`src/psg_consts.svh`:
```
/*
  Constants for the protection switch glue logic: register offsets,
  field positions and reset values.
  Assumes it is included by bare name wherever a number is needed.
*/
`ifndef PSG_CONSTS_SVH
`define PSG_CONSTS_SVH

// Register offsets on the plain register port
`define PSG_ADDR_W 4
`define PSG_OFF_ENABLE 4'h0
`define PSG_OFF_SERIAL 4'h1
`define PSG_OFF_CHIP 4'h2
`define PSG_OFF_AMP 4'h3
`define PSG_OFF_STATUS 4'h4

// Enable register fields
`define PSG_EN_TX_A 0
`define PSG_EN_TX_B 1
`define PSG_EN_RX_A 2
`define PSG_EN_RX_B 3
`define PSG_EN_IO_A 4
`define PSG_EN_IO_B 5

// Serial register fields
`define PSG_SER_DIR 4
`define PSG_SER_SEL_LSB 0
`define PSG_SER_SEL_MSB 3

// Amplifier register fields
`define PSG_AMP_CUT 0
`define PSG_AMP_BOOST 1

// Widths and reset values
`define PSG_CHIP_N 7
`define PSG_ENABLE_RST 6'h15
`define PSG_ZERO32 32'h0000_0000

`endif

```
`src/psg_pkg.sv`:
```
/*
  Types shared by the protection switch glue logic.
  Assumes nothing beyond a SystemVerilog compiler.
*/
package psg_pkg;
  // One side-pair function index
  typedef enum logic [1:0] {
    psg_fn_tx,
    psg_fn_rx,
    psg_fn_io
  } psg_func_t;
  // A/B pair of enables
  typedef struct packed {
    logic side_b;
    logic side_a;
  } psg_pair_t;
endpackage

```
`src/psg_sel_if.sv`:
```
/*
  Interface carrying the module-select latch signals between the top
  and its serial select stage.
  Assumes one clock domain.
*/
`timescale 1ns/1ps
interface psg_sel_if;
  logic [3:0] sel_sw;
  logic dir_sw;
  logic bus_clk;
  logic [3:0] sel_q;
  logic dir_q;
  modport ctl (output sel_sw, output dir_sw, output bus_clk, input sel_q, input dir_q);
  modport stage (input sel_sw, input dir_sw, input bus_clk, output sel_q, output dir_q);
endinterface

```
`src/psg_side_pair.sv`:
```
/*
  One A/B side pair: software value, panel override, optional mutual
  exclusion that keeps the side now enabled on a conflict.
  Assumes synchronised inputs on clk.
*/
`timescale 1ns/1ps
module psg_side_pair #(
  parameter bit EXCLUSIVE = 1'b1
) (
  // Clock and reset
  input wire logic clk,
  input wire logic reset_n,
  // Requests
  input psg_pkg::psg_pair_t sw_req,
  input wire logic force_req,
  input wire logic panel_a,
  // Output
  output psg_pkg::psg_pair_t en_out
);
  psg_pkg::psg_pair_t want;
  psg_pkg::psg_pair_t en_reg;
  psg_pkg::psg_pair_t en_next;

  // Choose source and resolve conflicts
  always_comb begin
    if (force_req) begin
      want.side_a = panel_a;
      want.side_b = ~panel_a;
    end else begin
      want = sw_req;
    end
    en_next = want;
    if (EXCLUSIVE && want.side_a && want.side_b) begin
      en_next = en_reg;
      if (en_reg.side_a && en_reg.side_b) begin
        en_next.side_b = 1'b0;
      end
    end
  end

  // Register the enables
  always_ff @(posedge clk or negedge reset_n) begin
    if (!reset_n) begin
      en_reg <= '0;
    end else begin
      en_reg <= en_next;
    end
  end

  assign en_out = en_reg;
endmodule // psg_side_pair

```
`src/psg_serial_sel.sv`:
```
/*
  Module-select and direction latch, loaded in each system clock
  cycle in which the serial bus clock pulse stands.
  Assumes bus_clk is a same-domain signal made by the top.
*/
`timescale 1ns/1ps
module psg_serial_sel (
  // Clock and reset
  input wire logic clk,
  input wire logic reset_n,
  // Select stage
  psg_sel_if.stage sel
);
  logic [3:0] sel_reg;
  logic [3:0] sel_next;
  logic dir_reg;
  logic dir_next;

  // capture while bus clock pulse stands
  // Level capture lets back-to-back serial writes each land
  always_comb begin
    sel_next = sel_reg;
    dir_next = dir_reg;
    if (sel.bus_clk) begin
      sel_next = sel.sel_sw;
      dir_next = sel.dir_sw;
    end
  end

  // Register the latch
  always_ff @(posedge clk or negedge reset_n) begin
    if (!reset_n) begin
      sel_reg <= 4'h0;
      dir_reg <= 1'b0;
    end else begin
      sel_reg <= sel_next;
      dir_reg <= dir_next;
    end
  end

  assign sel.sel_q = sel_reg;
  assign sel.dir_q = dir_reg;
endmodule // psg_serial_sel

```
`src/psg_glue_top.sv`:
```
/*
  Protection switch glue logic top: side enables, module serial
  select, chip selects and amplifier controls, with a register port.
  Assumes panel, fitted and low-voltage inputs are asynchronous pins.
*/
// Decided for this implementation: the placing of the registers and the strobed register port.
`timescale 1ns/1ps
`include "psg_consts.svh"

// Overview of operation
// - Separate software-settable transmit, receive and I/O enables for sides A and B.
// - Panel receive-A with force sets receiver A online and clears B.
// - Never both receivers or both I/O sections online at once.
// - Enables follow software except under override, when panel switches drive.
// - Direction signal picks transmit or receive mode of module serial bus.
// - Four select lines address the module in a serial transfer.
// - Select lines are registered on the serial bus clock.
// - Seven chip-pick lines enable chips on the register data bus.
// - Processor is held in reset while supply is low, except for two cycles from the first clock after reset.
// - Power-cut output makes an external switch remove amplifier supply.
// - Bias-boost output asserted for high-power operation, else deasserted.
module psg_glue_top (
  // Clock and reset
  input wire logic clk,
  input wire logic reset_n,
  // Register port
  input wire logic [`PSG_ADDR_W-1:0] reg_addr,
  input wire logic [31:0] reg_wdata,
  input wire logic reg_wr,
  input wire logic reg_rd,
  output logic [31:0] reg_rdata,
  // Front panel
  input wire logic manual_force,
  input wire logic [2:0] panel_side_a,
  // Side enables
  output logic transmitter_online_side_a,
  output logic transmitter_online_side_b,
  output logic receiver_online_side_a,
  output logic receiver_online_side_b,
  output logic io_online_side_a,
  output logic io_online_side_b,
  // Module serial bus
  output logic serial_direction_select,
  output logic [3:0] module_select,
  output logic serial_bus_clk,
  // Register data bus chip selects, active low
  input wire logic [`PSG_ADDR_W-1:0] periph_addr,
  input wire logic periph_strobe,
  output logic [`PSG_CHIP_N-1:0] chip_pick_lines_n,
  // Supply and amplifiers
  input wire logic supply_low,
  output logic cpu_reset_n,
  output logic amplifier_power_cut,
  output logic amplifier_bias_boost,
  // Presence of fitted modules
  input wire logic [1:0] transmitter_fitted,
  input wire logic [1:0] receiver_fitted,
  input wire logic [1:0] amplifier_fitted
);
  ////////////////////////////////////////////////////////////////////
  // Pin synchronisers
  localparam int SYNC_W = 11;
  logic [SYNC_W-1:0] pin_raw;
  logic [SYNC_W-1:0] sync1_reg;
  logic [SYNC_W-1:0] sync2_reg;
  logic [SYNC_W-1:0] pins;

  // Gather the asynchronous pins
  assign pin_raw = {supply_low, manual_force, panel_side_a, transmitter_fitted,
                    receiver_fitted, amplifier_fitted};

  // Two flops per pin; panel, presence and supply pins are asynchronous,
  // so nothing but the second stage reads the first
  always_ff @(posedge clk or negedge reset_n) begin
    if (!reset_n) begin
      sync1_reg <= '0;
      sync2_reg <= '0;
    end else begin
      sync1_reg <= pin_raw;
      sync2_reg <= sync1_reg;
    end
  end
  assign pins = sync2_reg;

  logic low_s;
  logic force_s;
  logic [2:0] panel_s;
  logic [5:0] fitted_s;
  // Name the synchronised pin fields
  assign low_s = pins[10];
  assign force_s = pins[9];
  assign panel_s = pins[8:6];
  assign fitted_s = pins[5:0];

  ////////////////////////////////////////////////////////////////////
  // Software registers
  logic [5:0] enable_reg;
  logic [5:0] enable_next;
  logic [4:0] serial_reg;
  logic [4:0] serial_next;
  logic [`PSG_CHIP_N-1:0] chip_reg;
  logic [`PSG_CHIP_N-1:0] chip_next;
  logic [1:0] amp_reg;
  logic [1:0] amp_next;
  logic sclk_reg;
  logic sclk_next;
  logic [31:0] rdata_reg;
  logic [31:0] rdata_next;
  logic [5:0] online;
  logic [31:0] status_word;

  // Register write decode; serial write also toggles bus clock high
  always_comb begin
    enable_next = enable_reg;
    serial_next = serial_reg;
    chip_next = chip_reg;
    amp_next = amp_reg;
    // Bus clock is a one-cycle pulse after each serial write
    sclk_next = 1'b0;
    if (reg_wr) begin
      unique case (reg_addr)
        `PSG_OFF_ENABLE: begin
          enable_next = reg_wdata[5:0];
        end
        `PSG_OFF_SERIAL: begin
          serial_next = reg_wdata[4:0];
          sclk_next = 1'b1;
        end
        `PSG_OFF_CHIP: begin
          chip_next = reg_wdata[`PSG_CHIP_N-1:0];
        end
        `PSG_OFF_AMP: begin
          amp_next = reg_wdata[1:0];
        end
        // Status and unmapped offsets ignore writes
        default: begin
          enable_next = enable_reg;
        end
      endcase
    end
  end

  // Status word from synchronised pins and the live enables
  assign status_word = {15'h0, low_s, force_s, panel_s, fitted_s, online};

  // Read mux, data one cycle after strobe
  always_comb begin
    rdata_next = `PSG_ZERO32;
    if (reg_rd) begin
      unique case (reg_addr)
        `PSG_OFF_ENABLE: rdata_next = {26'h0, enable_reg};
        `PSG_OFF_SERIAL: rdata_next = {27'h0, serial_reg};
        `PSG_OFF_CHIP: rdata_next = {25'h0, chip_reg};
        `PSG_OFF_AMP: rdata_next = {30'h0, amp_reg};
        `PSG_OFF_STATUS: rdata_next = status_word;
        // Unmapped offsets read as zero
        default: rdata_next = `PSG_ZERO32;
      endcase
    end
  end

  // Register the software state
  always_ff @(posedge clk or negedge reset_n) begin
    if (!reset_n) begin
      enable_reg <= `PSG_ENABLE_RST;
      serial_reg <= 5'h00;
      chip_reg <= '0;
      amp_reg <= 2'h0;
      sclk_reg <= 1'b0;
      rdata_reg <= `PSG_ZERO32;
    end else begin
      enable_reg <= enable_next;
      serial_reg <= serial_next;
      chip_reg <= chip_next;
      amp_reg <= amp_next;
      sclk_reg <= sclk_next;
      rdata_reg <= rdata_next;
    end
  end
  assign reg_rdata = rdata_reg;

  ////////////////////////////////////////////////////////////////////
  // Side enable pairs
  genvar g;
  generate
    for (g = 0; g < 3; g++) begin : g_pair
      psg_pkg::psg_pair_t req;
      psg_pkg::psg_pair_t en;
      assign req.side_a = enable_reg[2*g];
      assign req.side_b = enable_reg[2*g+1];
      // one pair per function
      // Transmit pair (g = 0) may run both sides; rx and io exclude
      psg_side_pair #(
        .EXCLUSIVE(g != 0)
      ) u_pair (
        .clk(clk),
        .reset_n(reset_n),
        .sw_req(req),
        .force_req(force_s),
        .panel_a(panel_s[g]),
        .en_out(en)
      );
      assign online[2*g] = en.side_a;
      assign online[2*g+1] = en.side_b;
    end
  endgenerate

  // Drive the six enable pins
  assign transmitter_online_side_a = online[`PSG_EN_TX_A];
  assign transmitter_online_side_b = online[`PSG_EN_TX_B];
  assign receiver_online_side_a = online[`PSG_EN_RX_A];
  assign receiver_online_side_b = online[`PSG_EN_RX_B];
  assign io_online_side_a = online[`PSG_EN_IO_A];
  assign io_online_side_b = online[`PSG_EN_IO_B];

  ////////////////////////////////////////////////////////////////////
  // Module serial select
  // Carrier between the top and the select stage
  psg_sel_if u_sel_if ();
  // Feed the select stage from the serial register and the pulse
  assign u_sel_if.sel_sw = serial_reg[`PSG_SER_SEL_MSB:`PSG_SER_SEL_LSB];
  assign u_sel_if.dir_sw = serial_reg[`PSG_SER_DIR];
  assign u_sel_if.bus_clk = sclk_reg;

  psg_serial_sel u_serial (
    .clk(clk),
    .reset_n(reset_n),
    .sel(u_sel_if.stage)
  );
  // Latched select, direction and bus clock pins
  assign module_select = u_sel_if.sel_q;
  assign serial_direction_select = u_sel_if.dir_q;
  assign serial_bus_clk = sclk_reg;

  ////////////////////////////////////////////////////////////////////
  // Chip selects
  logic [`PSG_CHIP_N-1:0] pick_reg;
  logic [`PSG_CHIP_N-1:0] pick_next;

  // decode address to one line
  // Disabled lines stay high whatever the address
  always_comb begin
    pick_next = '1;
    for (int i = 0; i < `PSG_CHIP_N; i++) begin
      if (periph_strobe && chip_reg[i] && (periph_addr == `PSG_ADDR_W'(i))) begin
        pick_next[i] = 1'b0;
      end
    end
  end

  // Register the picks; all lines idle high
  always_ff @(posedge clk or negedge reset_n) begin
    if (!reset_n) begin
      pick_reg <= '1;
    end else begin
      pick_reg <= pick_next;
    end
  end
  assign chip_pick_lines_n = pick_reg;

  ////////////////////////////////////////////////////////////////////
  // Supply supervision and amplifier outputs
  logic cpu_rst_reg;
  logic cpu_rst_next;
  logic cut_reg;
  logic cut_next;
  logic boost_reg;
  logic boost_next;

  // hold processor in reset when low
  always_comb begin
    cpu_rst_next = ~low_s;
    cut_next = amp_reg[`PSG_AMP_CUT];
    // Boost is dropped while the supply feed is cut
    boost_next = amp_reg[`PSG_AMP_BOOST] & ~amp_reg[`PSG_AMP_CUT];
  end

  // Processor reset starts low and rises on the first clock after reset, before the supply pin has passed the synchronisers
  always_ff @(posedge clk or negedge reset_n) begin
    if (!reset_n) begin
      cpu_rst_reg <= 1'b0;
      cut_reg <= 1'b0;
      boost_reg <= 1'b0;
    end else begin
      cpu_rst_reg <= cpu_rst_next;
      cut_reg <= cut_next;
      boost_reg <= boost_next;
    end
  end

  assign amplifier_power_cut = cut_reg;
  assign amplifier_bias_boost = boost_reg;
  assign cpu_reset_n = cpu_rst_reg;
endmodule // psg_glue_top

```
`config.mk`:
```
export PLATFORM = sky130hd
export DESIGN_NAME = psg_glue_top
export DESIGN_NICKNAME = d
export VERILOG_FILES = /design/src/psg_pkg.sv /design/src/psg_sel_if.sv /design/src/psg_side_pair.sv /design/src/psg_serial_sel.sv /design/src/psg_glue_top.sv
export VERILOG_INCLUDE_DIRS = /design/src
export SDC_FILE = /design/constraint.sdc
export NUM_CORES = 1
export LEC_CHECK = 0
export BUFFER_PORTS_ARGS = -buffer_cell sky130_fd_sc_hd__buf_2
export CAP_MARGIN = 20
export CORE_ASPECT_RATIO = 0.9
export CORE_UTILIZATION = 50
export CTS_BUF_LIST = sky130_fd_sc_hd__clkbuf_4 sky130_fd_sc_hd__clkbuf_8 sky130_fd_sc_hd__clkbuf_16
export DETAILED_ROUTE_END_ITERATION = 8
export HOLD_SLACK_MARGIN = 0.02
export PLACE_DENSITY = 0.8
export SETUP_SLACK_MARGIN = 0.4
export SYNTH_ARGS = -nofsm -noshare
export SYNTH_HDL_FRONTEND = slang
export SYNTH_HIERARCHICAL = 1
export SYNTH_SLANG_ARGS = --single-unit
```
`constraint.sdc`:
```
create_clock -name clk -period 3.15 [get_ports clk]
set_input_delay 0.1575 -clock clk [delete_from_list [all_inputs] [get_ports clk]]
set_output_delay 0.1575 -clock clk [all_outputs]
set_load 0.01 [all_outputs]
```
==> results of run 1 <==
## report_power, final
part	switching (mW)	leakage [nW]	total (mW)	internal (mW)
Combinational	0.139	0.720	0.299	0.160
Sequential	0.0809	0.995	1.24	1.16
Clock	0.348	0.0911	0.672	0.325
Total	0.568	1.81	2.21	1.65
## layout by cell type (no fill, tap or decap), types with 3 or more instances in the layout
cell type | synthesis | layout
dfrtp_1 | 71 | 71
buf_2 | 4 | 68
mux2_2 | 33 | 33
conb_1 | 1 | 15
dlygate4sd3_1 | 0 | 14
and2_1 | 11 | 11
clkbuf_8 | 0 | 11
dfstp_2 | 10 | 10
nor2b_1 | 8 | 8
nand2_1 | 8 | 8
nor2_1 | 6 | 6
nand3b_1 | 6 | 6
a21oi_1 | 6 | 6
nand4_1 | 5 | 5
nand3_1 | 4 | 4
a32oi_1 | 3 | 3
clkinv_2 | 0 | 3
## timing repair
action / CTS / global route
hold endpoints to repair: 83 / 1
buffers inserted: 0 / 0
hold buffers: 13 / 1
## final cells by class
class                      instances  area (um^2)  share of cell area (%)
sequential                        81         2040                    54.3
multi-input combinational        125          952                    25.3
timing repair buffer              83          488                    13.0
clock buffer                      11          151                    4.03
tap                               70         87.6                    2.33
clock inverter                     5         30.0                   0.799
inverter                           2         7.51                   0.200
## cell families after synthesis
group / count (synthesis)
flops: 81
simple gates: 58
mux: 34
buf+inv: 25
compound gates: 18
other cells: 1
## layer usage
metal / up-vias / global-route usage [%]
li1: 895 / -
met2: 84 / 29.5
met5: - / 0
met3: 9 / 7.43
met1: 929 / 23.2
met4: 0 / 6.78
## Yosys cell counts, types with 2 or more instances
cell,count
inv_1,2
a211o_1,2
nand2_1,8
o21ai_1,2
a21oi_1,6
nor3_1,2
nand4_1,5
nor2_1,6
buf_6,2
nor2b_1,8
nand3_1,4
dfrtp_1,71
buf_2,4
a32oi_1,3
dfstp_2,10
mux2_2,33
o221a_1,2
nand3b_1,6
buf_4,16
nand2b_4,2
and2_1,11
## final timing paths
path                            cells after the start  slack, ps             to
worst min register to register                      0        350       pins[10]
worst min-delay path                                2         50    chip_reg[6]
min in group asynchronous                           2        510   reg_rdata[9]
worst max register to register                      3       2060   reg_rdata[0]
worst max-delay path                                4       1910    chip_reg[0]
max in group asynchronous                           2       2020  enable_reg[3]
==> flow_summary.ini, run 1 <==
[timing]
finClkSkew_ps = 3.74
grt_setup_unrepaired = no
setup_viol = 0
setup_ws_ps = 1910
tightest_slew_ps = 972
holdWs_ps = 47.3
period_share_pct = 39.3
slew-limit-headroom_pct = 35.2
slew_viol_final = 0
period_minus_slack_ps = 1240
timing.fmax_mhz = 808
hold_violations = 0
totalNegativeSetupSlack_ps = 0

[yosys]
ys.flop_type = dfrtp_1
synth_compound_area_share_pct = 4.30
yosysTopAreaCell = dfrtp_1
muxShareOfSynthArea_pct = 12.4
yosys.area_share.simple_pct = 12.1
ys_seq_elements = 81
synth_area_leaders = dfrtp_1, mux2_2, dfstp_2
synth_top_area_share_pct = 57.1
syn_inst = 217
synthAdderAreaFrac_pct = 0
synth_edf_count = 0
synth_warnings = 6
syn_area_um2 = 3110
synth_top_family_by_area = multiplexers
ys_async_sr_fraction_pct = 100
synth_xor_area_share_pct = 0
synth_cell_types = 33
yosysSeqAreaShare_pct = 65.5
syn_area_per_cell_um2 = 14.3

[outcome]
status = complete, no violations

[clocking]
clock-sinks = 81
cts-resized-gates = 0
h-tree-depth = 3
clock_path_buffers = 2
clkSlewWorstSetupHoldPaths_ps = 70
cts_buffers = 9
clockRootBuffer = clkbuf_8
clock_latency_ps = 340
cts_tree = yes

[power]
power_density_nw_per_um2 = 590
total_power_mw = 2.21
ir_worst_vdd_mv = 0.291
p_leak_nw = 1.81

[grt]
grt_max_degree = 82
grt_pass1_wl_um = 8960
grt-ovfl-total = 0
grt_pass1_vias = 1835
grt_antenna_before_repair = 0
grt.total_usage_pct = 18.6

[worst_setup_path]
crit_path_cell_trace = buf_2, nor3b_4, and3b_1, mux2_2
cp_slowest_cell = and3b_1
crit_arrival_ps = 1470
path_buf_inv = 1
end_kind = register
critPathRequiredTime_ps = 3380
worstReg2RegStart = amp_reg[0]
critPathMaxFanout = 16
path_class = primary input to register
critPathTopFamily = simple AND/OR/NAND/NOR gates
cp-start-kind = primary input
critPathLaunch = reg_addr[2]
max_stage_delay_ps = 430

[placed_design]
dp_cells = 347
pre_cts_slack_ps = 1560
dp.final_hpwl_um = 3770
port_buffers = 69
gp_congestion = 0.795
post_dp_cell_area_um2 = 3430

[layout]
fillCellCount = 445
syn_to_final_growth_pct = 20.7
final_util_pct = 64.5
drive_gt1_share_pct = 44.3
fin_area_um2 = 3760
largest_reg_flops = 17
antenna_cells = 0
nNetsFinal = 358
layout.cells.non_filler = 377

[flow_run]
drv_cap = 0

[die]
die-area_um2 = 6550
die_h_um = 76.9
io_pins = 110
rows = 26
core_area_um2 = 5820
fp.dieW_um = 85.2
start_util_pct = 53.5

[route]
wirelength_um = 5610
first_pass_iters = 4
vias = 1917
met2WireLength_um = 2710
drc = 0
drt-initial-drc-count = 102
ant_nets = 0
routed.top_layer = met4
wl_met1_um = 2410
met3WireLength_um = 388
viasPerCell = 5.08
wl_per_cell_um = 14.9

[hold_path]
hp-class = primary input to register
min_from = reg_wdata[6]
No activity file was read; power rests on OpenSTA's default activity.
==> run 2: changes to the inputs <==
Settings changed: CORE_UTILIZATION 50 to 44, PLACE_DENSITY 0.8 to 0.75.
Clock period 3.15 ns to 1.05 ns, I/O delays scaled along.
==> run 2 against run 1 <==
Effect of this change:
- the run now ends with negative hold slack, negative setup slack left
- sequential share of layout area decreased by 9.1 points
- wire length up 26%
- via count up 13%
- sequential power rose to 3.0 times the previous value
- utilization grew 3.0 points
- cell count increased by 16%
- first-iteration DRC count shrank 3.9%
- combinational power rose to 5.7 times the previous value
- critical endpoint is now reg_rdata[5]
- largest power group unchanged
==> flow_summary.ini, run 2 (same netlist as run 1, synthesis figures left out) <==
[route]
wirelength_um = 7070
vias = 2163
ant_nets = 0
viasPerCell = 4.95
wl_per_cell_um = 16.2
drt-initial-drc-count = 98
drc = 0
first_pass_iters = 4

[worst_setup_path]
path_buf_inv = 0
cp-endpoint = reg_rdata[5]
crit_arrival_ps = 1310
path_depth = 3
critPathLaunch = enable_reg[5]
max_stage_delay_ps = 400
crit_path_cell_trace = mux2_4, a32oi_1, nor2_1
cp_slowest_cell = dfrtp_1
reg2reg_to = reg_rdata[5]
critPathMaxFanout = 2
worstReg2RegStart = enable_reg[5]
end_kind = register
critPathRequiredTime_ps = 1290
critPathTopFamily = flip-flops
rrSetupSlack_ps = -30
cp-start-kind = register
rr_worst_depth = 3
path_class = register to register

[die]
rows = 28
die-area_um2 = 7420
die_h_um = 81.8
io_pins = 110
core_area_um2 = 6690
fp.dieW_um = 90.7
start_util_pct = 46.5

[timing]
period_share_pct = 103
setup_ws_ps = -28.4
tightest_slew_ps = 548
slew-limit-headroom_pct = 63.2
holdWs_ps = -62.8
period_minus_slack_ps = 1080
slew_viol_final = 0
timing.fmax_mhz = 927
grt_setup_unrepaired = yes
hold_violations = 18
finClkSkew_ps = 11.5
setup_viol = 6

[clocking]
h-tree-depth = 3
clockRootBuffer = clkbuf_8
clock_path_buffers = 2
cts_buffers = 9
clock-sinks = 81
cts_tree = yes
clock_latency_ps = 360
clkSlewWorstSetupHoldPaths_ps = 90

[power]
ir_worst_vdd_mv = 0.793
p_leak_nw = 2.24
power_density_nw_per_um2 = 1670
total_power_mw = 7.56

[layout]
final_util_pct = 67.5
largest_reg_flops = 17
antenna_cells = 0
final_common_cell = dfrtp_1
drive_gt1_share_pct = 58.5
nNetsFinal = 398
syn_to_final_growth_pct = 45.1
final_cell_mix = dfrtp_1, buf_2, buf_6

[outcome]
violations = negative hold slack, negative setup slack
status = finished with violations

[flow_run]
drv_cap = 0

[grt]
grt_antenna_before_repair = 0
grt-ovfl-total = 0
grt.total_usage_pct = 20.3
grt_max_degree = 82
grt_pass1_vias = 2170
grt_pass1_wl_um = 11000

[placed_design]
gp_congestion = 0.856
dp.final_hpwl_um = 4280
port_buffers = 69

[hold_path]
hp-class = primary input to register
-- run 2: cell count changes in the layout (fill, tap and decap cells not counted), sizes merged --
cell,previous run,this run
dlygate4sd3,14,13
clkinv,3,4
buf,69,109
inv,2,4
clkinvlp,2,0
-- run 2: power by group --
part / internal, mW / switching [mW] / leakage (nW)
logic: 1.08 / 0.633 / 1.15
registers: 3.49 / 0.249 / 0.992
clock network: 0.947 / 1.16 / 0.0972
-- run 2: stage by stage --
step | setup WS [ps] | instance area [um^2] | TNS [ps] | std cells
floorplan | -89.8 | 3230 | -629 | 231
global placement | -145 | 3670 | -1930 | 387
detailed placement | -174 | 3670 | -2350 | 387
CTS | -27.2 | 4370 | -99.7 | 432
global route | -66.4 | 4520 | -535 | 437
finish | -28.4 | 4520 | -70.2 | 437
-- run 2: worst min path at each step --
stage | cells after the start | from | slack [ps] | end
global route | 2 | reg_wdata[6] | -90 | chip_reg[6]
CTS | 2 | reg_wdata[6] | -80 | chip_reg[6]
floorplan | 0 | reset_n | -240 | amp_reg[0]
global placement | 2 | reset_n | 100 | reg_rdata[8]
detailed placement | 2 | reset_n | 110 | amplifier_power_cut
finish | 2 | reg_wdata[6] | -60 | chip_reg[6]
-- run 2: timing repair --
item	CTS	global route
resized for setup	62	29
pin swaps	11	7
endpoints found under the hold margin	113	27
hold buffers	14	1
endpoints found under the setup margin	88	98
buffers inserted	15	6
-- run 2: cell type report --
class / count / area [um^2]
fillers: 483 / 2170
well taps: 90 / 113
clock inverters: 6 / 48.8
repair buffers: 123 / 988
inverters: 2 / 7.51
multi-input cells: 125 / 1180
flip-flops and latches: 81 / 2040
clock buffers: 10 / 138
-- run 2: metal layers --
metal | vias to the layer above | track usage (%) | share of wire [%]
li1 | 975 | - | -
met1 | 1092 | 26.6 | 43
met2 | 81 | 31.5 | 49
met3 | 15 | 4.07 | 5.0
met4 | 0 | 12.6 | 2.8
met5 | - | 0 | 0
==> run 3: changes to the inputs <==
Settings changed: MAX_ROUTING_LAYER set to met4, SKIP_LAST_GASP set to 1.
==> run 3 against run 2 <==
Effect of this change:
- the run still ends with negative hold slack, negative setup slack left
- count of clock-buffer cells in the layout stayed put
- combinational power hardly changed
- total power is 0.19% higher
- register-to-register slack hardly changed
- fmax is 0.69% lower
- first-iteration DRC count is 10% lower
- die area stayed put
- global-route usage is 0.41 points higher
- clock skew is 0.76 ps lower
- highest routed layer unchanged
==> flow_summary.ini, run 3 (same netlist as run 1, synthesis figures left out) <==
[layout]
nNetsFinal = 401
syn_to_final_growth_pct = 45.3
multi_input_comb_area_um2 = 1160
final_common_cell = dfrtp_1
layout.cells.non_filler = 440
fillCellCount = 472
largest_reg_flops = 17
regArea_um2 = 2040
final_cell_mix = dfrtp_1, buf_2, buf_6
drive_gt1_share_pct = 58.3
antenna_cells = 0
fin_area_um2 = 4520

[timing]
setup_ws_ps = -35.9
period_share_pct = 103
slew_viol_final = 0
setup_viol = 2
timing.fmax_mhz = 921
finClkSkew_ps = 10.8
holdWs_ps = -62.4
period_minus_slack_ps = 1090
hold_violations = 16
grt_setup_unrepaired = yes

[die]
start_util_pct = 46.5
die-area_um2 = 7420
core_area_um2 = 6690
die_h_um = 81.8
io_pins = 110
rows = 28
fp.dieW_um = 90.7

[route]
drc = 0
first_pass_iters = 4
wirelength_um = 6980
wl_per_cell_um = 15.9
ant_nets = 0
viasPerCell = 4.95
drt-initial-drc-count = 88
vias = 2178

[outcome]
status = finished with violations
violations = negative hold slack, negative setup slack

[clocking]
clkSlewWorstSetupHoldPaths_ps = 90
h-tree-depth = 3
clock-sinks = 81
cts_buffers = 9
cts_tree = yes
clock_latency_ps = 360
clock_path_buffers = 2
clockRootBuffer = clkbuf_8

[power]
sw_frac_of_total_pct = 27.0
pwr-share-clk_pct = 27.9
ir_worst_vdd_mv = 0.804
p_int_mw = 5.52
pwr-share-seq_pct = 49.3
power_density_nw_per_um2 = 1670
p_sw_mw = 2.05
total_power_mw = 7.57
p_leak_nw = 2.23
comb_power_share_pct = 22.8

[worst_setup_path]
rr_worst_depth = 3
cp-start-kind = register
cp-endpoint = reg_rdata[0]
reg2reg_to = reg_rdata[0]
critPathMaxFanout = 2
rrSetupSlack_ps = -40
end_kind = register
path_class = register to register
critPathRequiredTime_ps = 1290
critPathLaunch = chip_reg[0]
worstReg2RegStart = chip_reg[0]
crit_arrival_ps = 1330

[grt]
grt_pass1_vias = 2163
grt_antenna_before_repair = 0
grt_pass1_wl_um = 10900
grt_max_degree = 82
grt.total_usage_pct = 20.7
grt-ovfl-total = 0

[hold_path]
whs_path_depth = 2
hp-class = primary input to register
min_from = reg_wdata[6]

[placed_design]
post_dp_cell_area_um2 = 3670
dp_cells = 387
port_buffers = 69
gp_congestion = 0.869
dp.final_hpwl_um = 4280

[flow_run]
drv_cap = 0
run 3: worst min path at each step:
stage | to | slack, ps
2_1_floorplan | amp_reg[0] | -240
3_3_place_gp | reg_rdata[8] | 100
3_5_place_dp | amplifier_power_cut | 110
4_1_cts | chip_reg[6] | -80
5_1_grt | chip_reg[6] | -90
6_report | chip_reg[6] | -60
run 3: final cells by class:
class                   instances  share of cell area (%)
repair buffers                126                    22.5
well taps                      90                    2.49
clock buffers                  10                    3.04
flip-flops and latches         81                    45.1
clock inverters                 6                    1.08
inverters                       2                   0.166
multi-input cells             125                    25.6
run 3: power by group through the flow:
stage | Sequential [mW] | Combinational, mW | Clock, mW
after floorplan | 3.78 | 0.604 | 0
after global placement | 3.77 | 1.07 | 0
after detailed placement | 3.78 | 1.10 | 0
after CTS | 3.71 | 1.45 | 2.17
after global routing | 3.77 | 1.84 | 2.34
final | 3.73 | 1.73 | 2.11
run 3: per-layer routing:
metal  global-route usage [%]  part of all wire [%]
met4                     12.6                   3.0
met5                        -                     0
met3                     3.89                   5.2
met1                     26.0                    43
met2                     31.7                    49
run 3: stage by stage:
step / util [%] / hold WS, ps / setup slack (ps) / TNS (ps)
2_1_floorplan: - / -243 / -89.8 / -629
3_3_place_gp: 54.9 / 104 / -145 / -1930
3_5_place_dp: 54.9 / 110 / -174 / -2350
4_1_cts: 64.5 / -78.1 / -38.1 / -121
5_1_grt: 67.6 / -85.9 / -92.9 / -482
6_report: 67.6 / -62.4 / -35.9 / -43.9
run 3: critical path, stage by stage (launching register included):
cell	delay, ps
dfrtp_1	410
mux2_2	280
a32oi_2	190
a21oi_1	90
run 3: what timing repair did:
item	CTS	global route
setup endpoints to repair	88	103
hold endpoints to repair	113	27
gates resized for setup	48	37
hold buffers	14	1
pin swaps	10	7
setup buffers	15	9
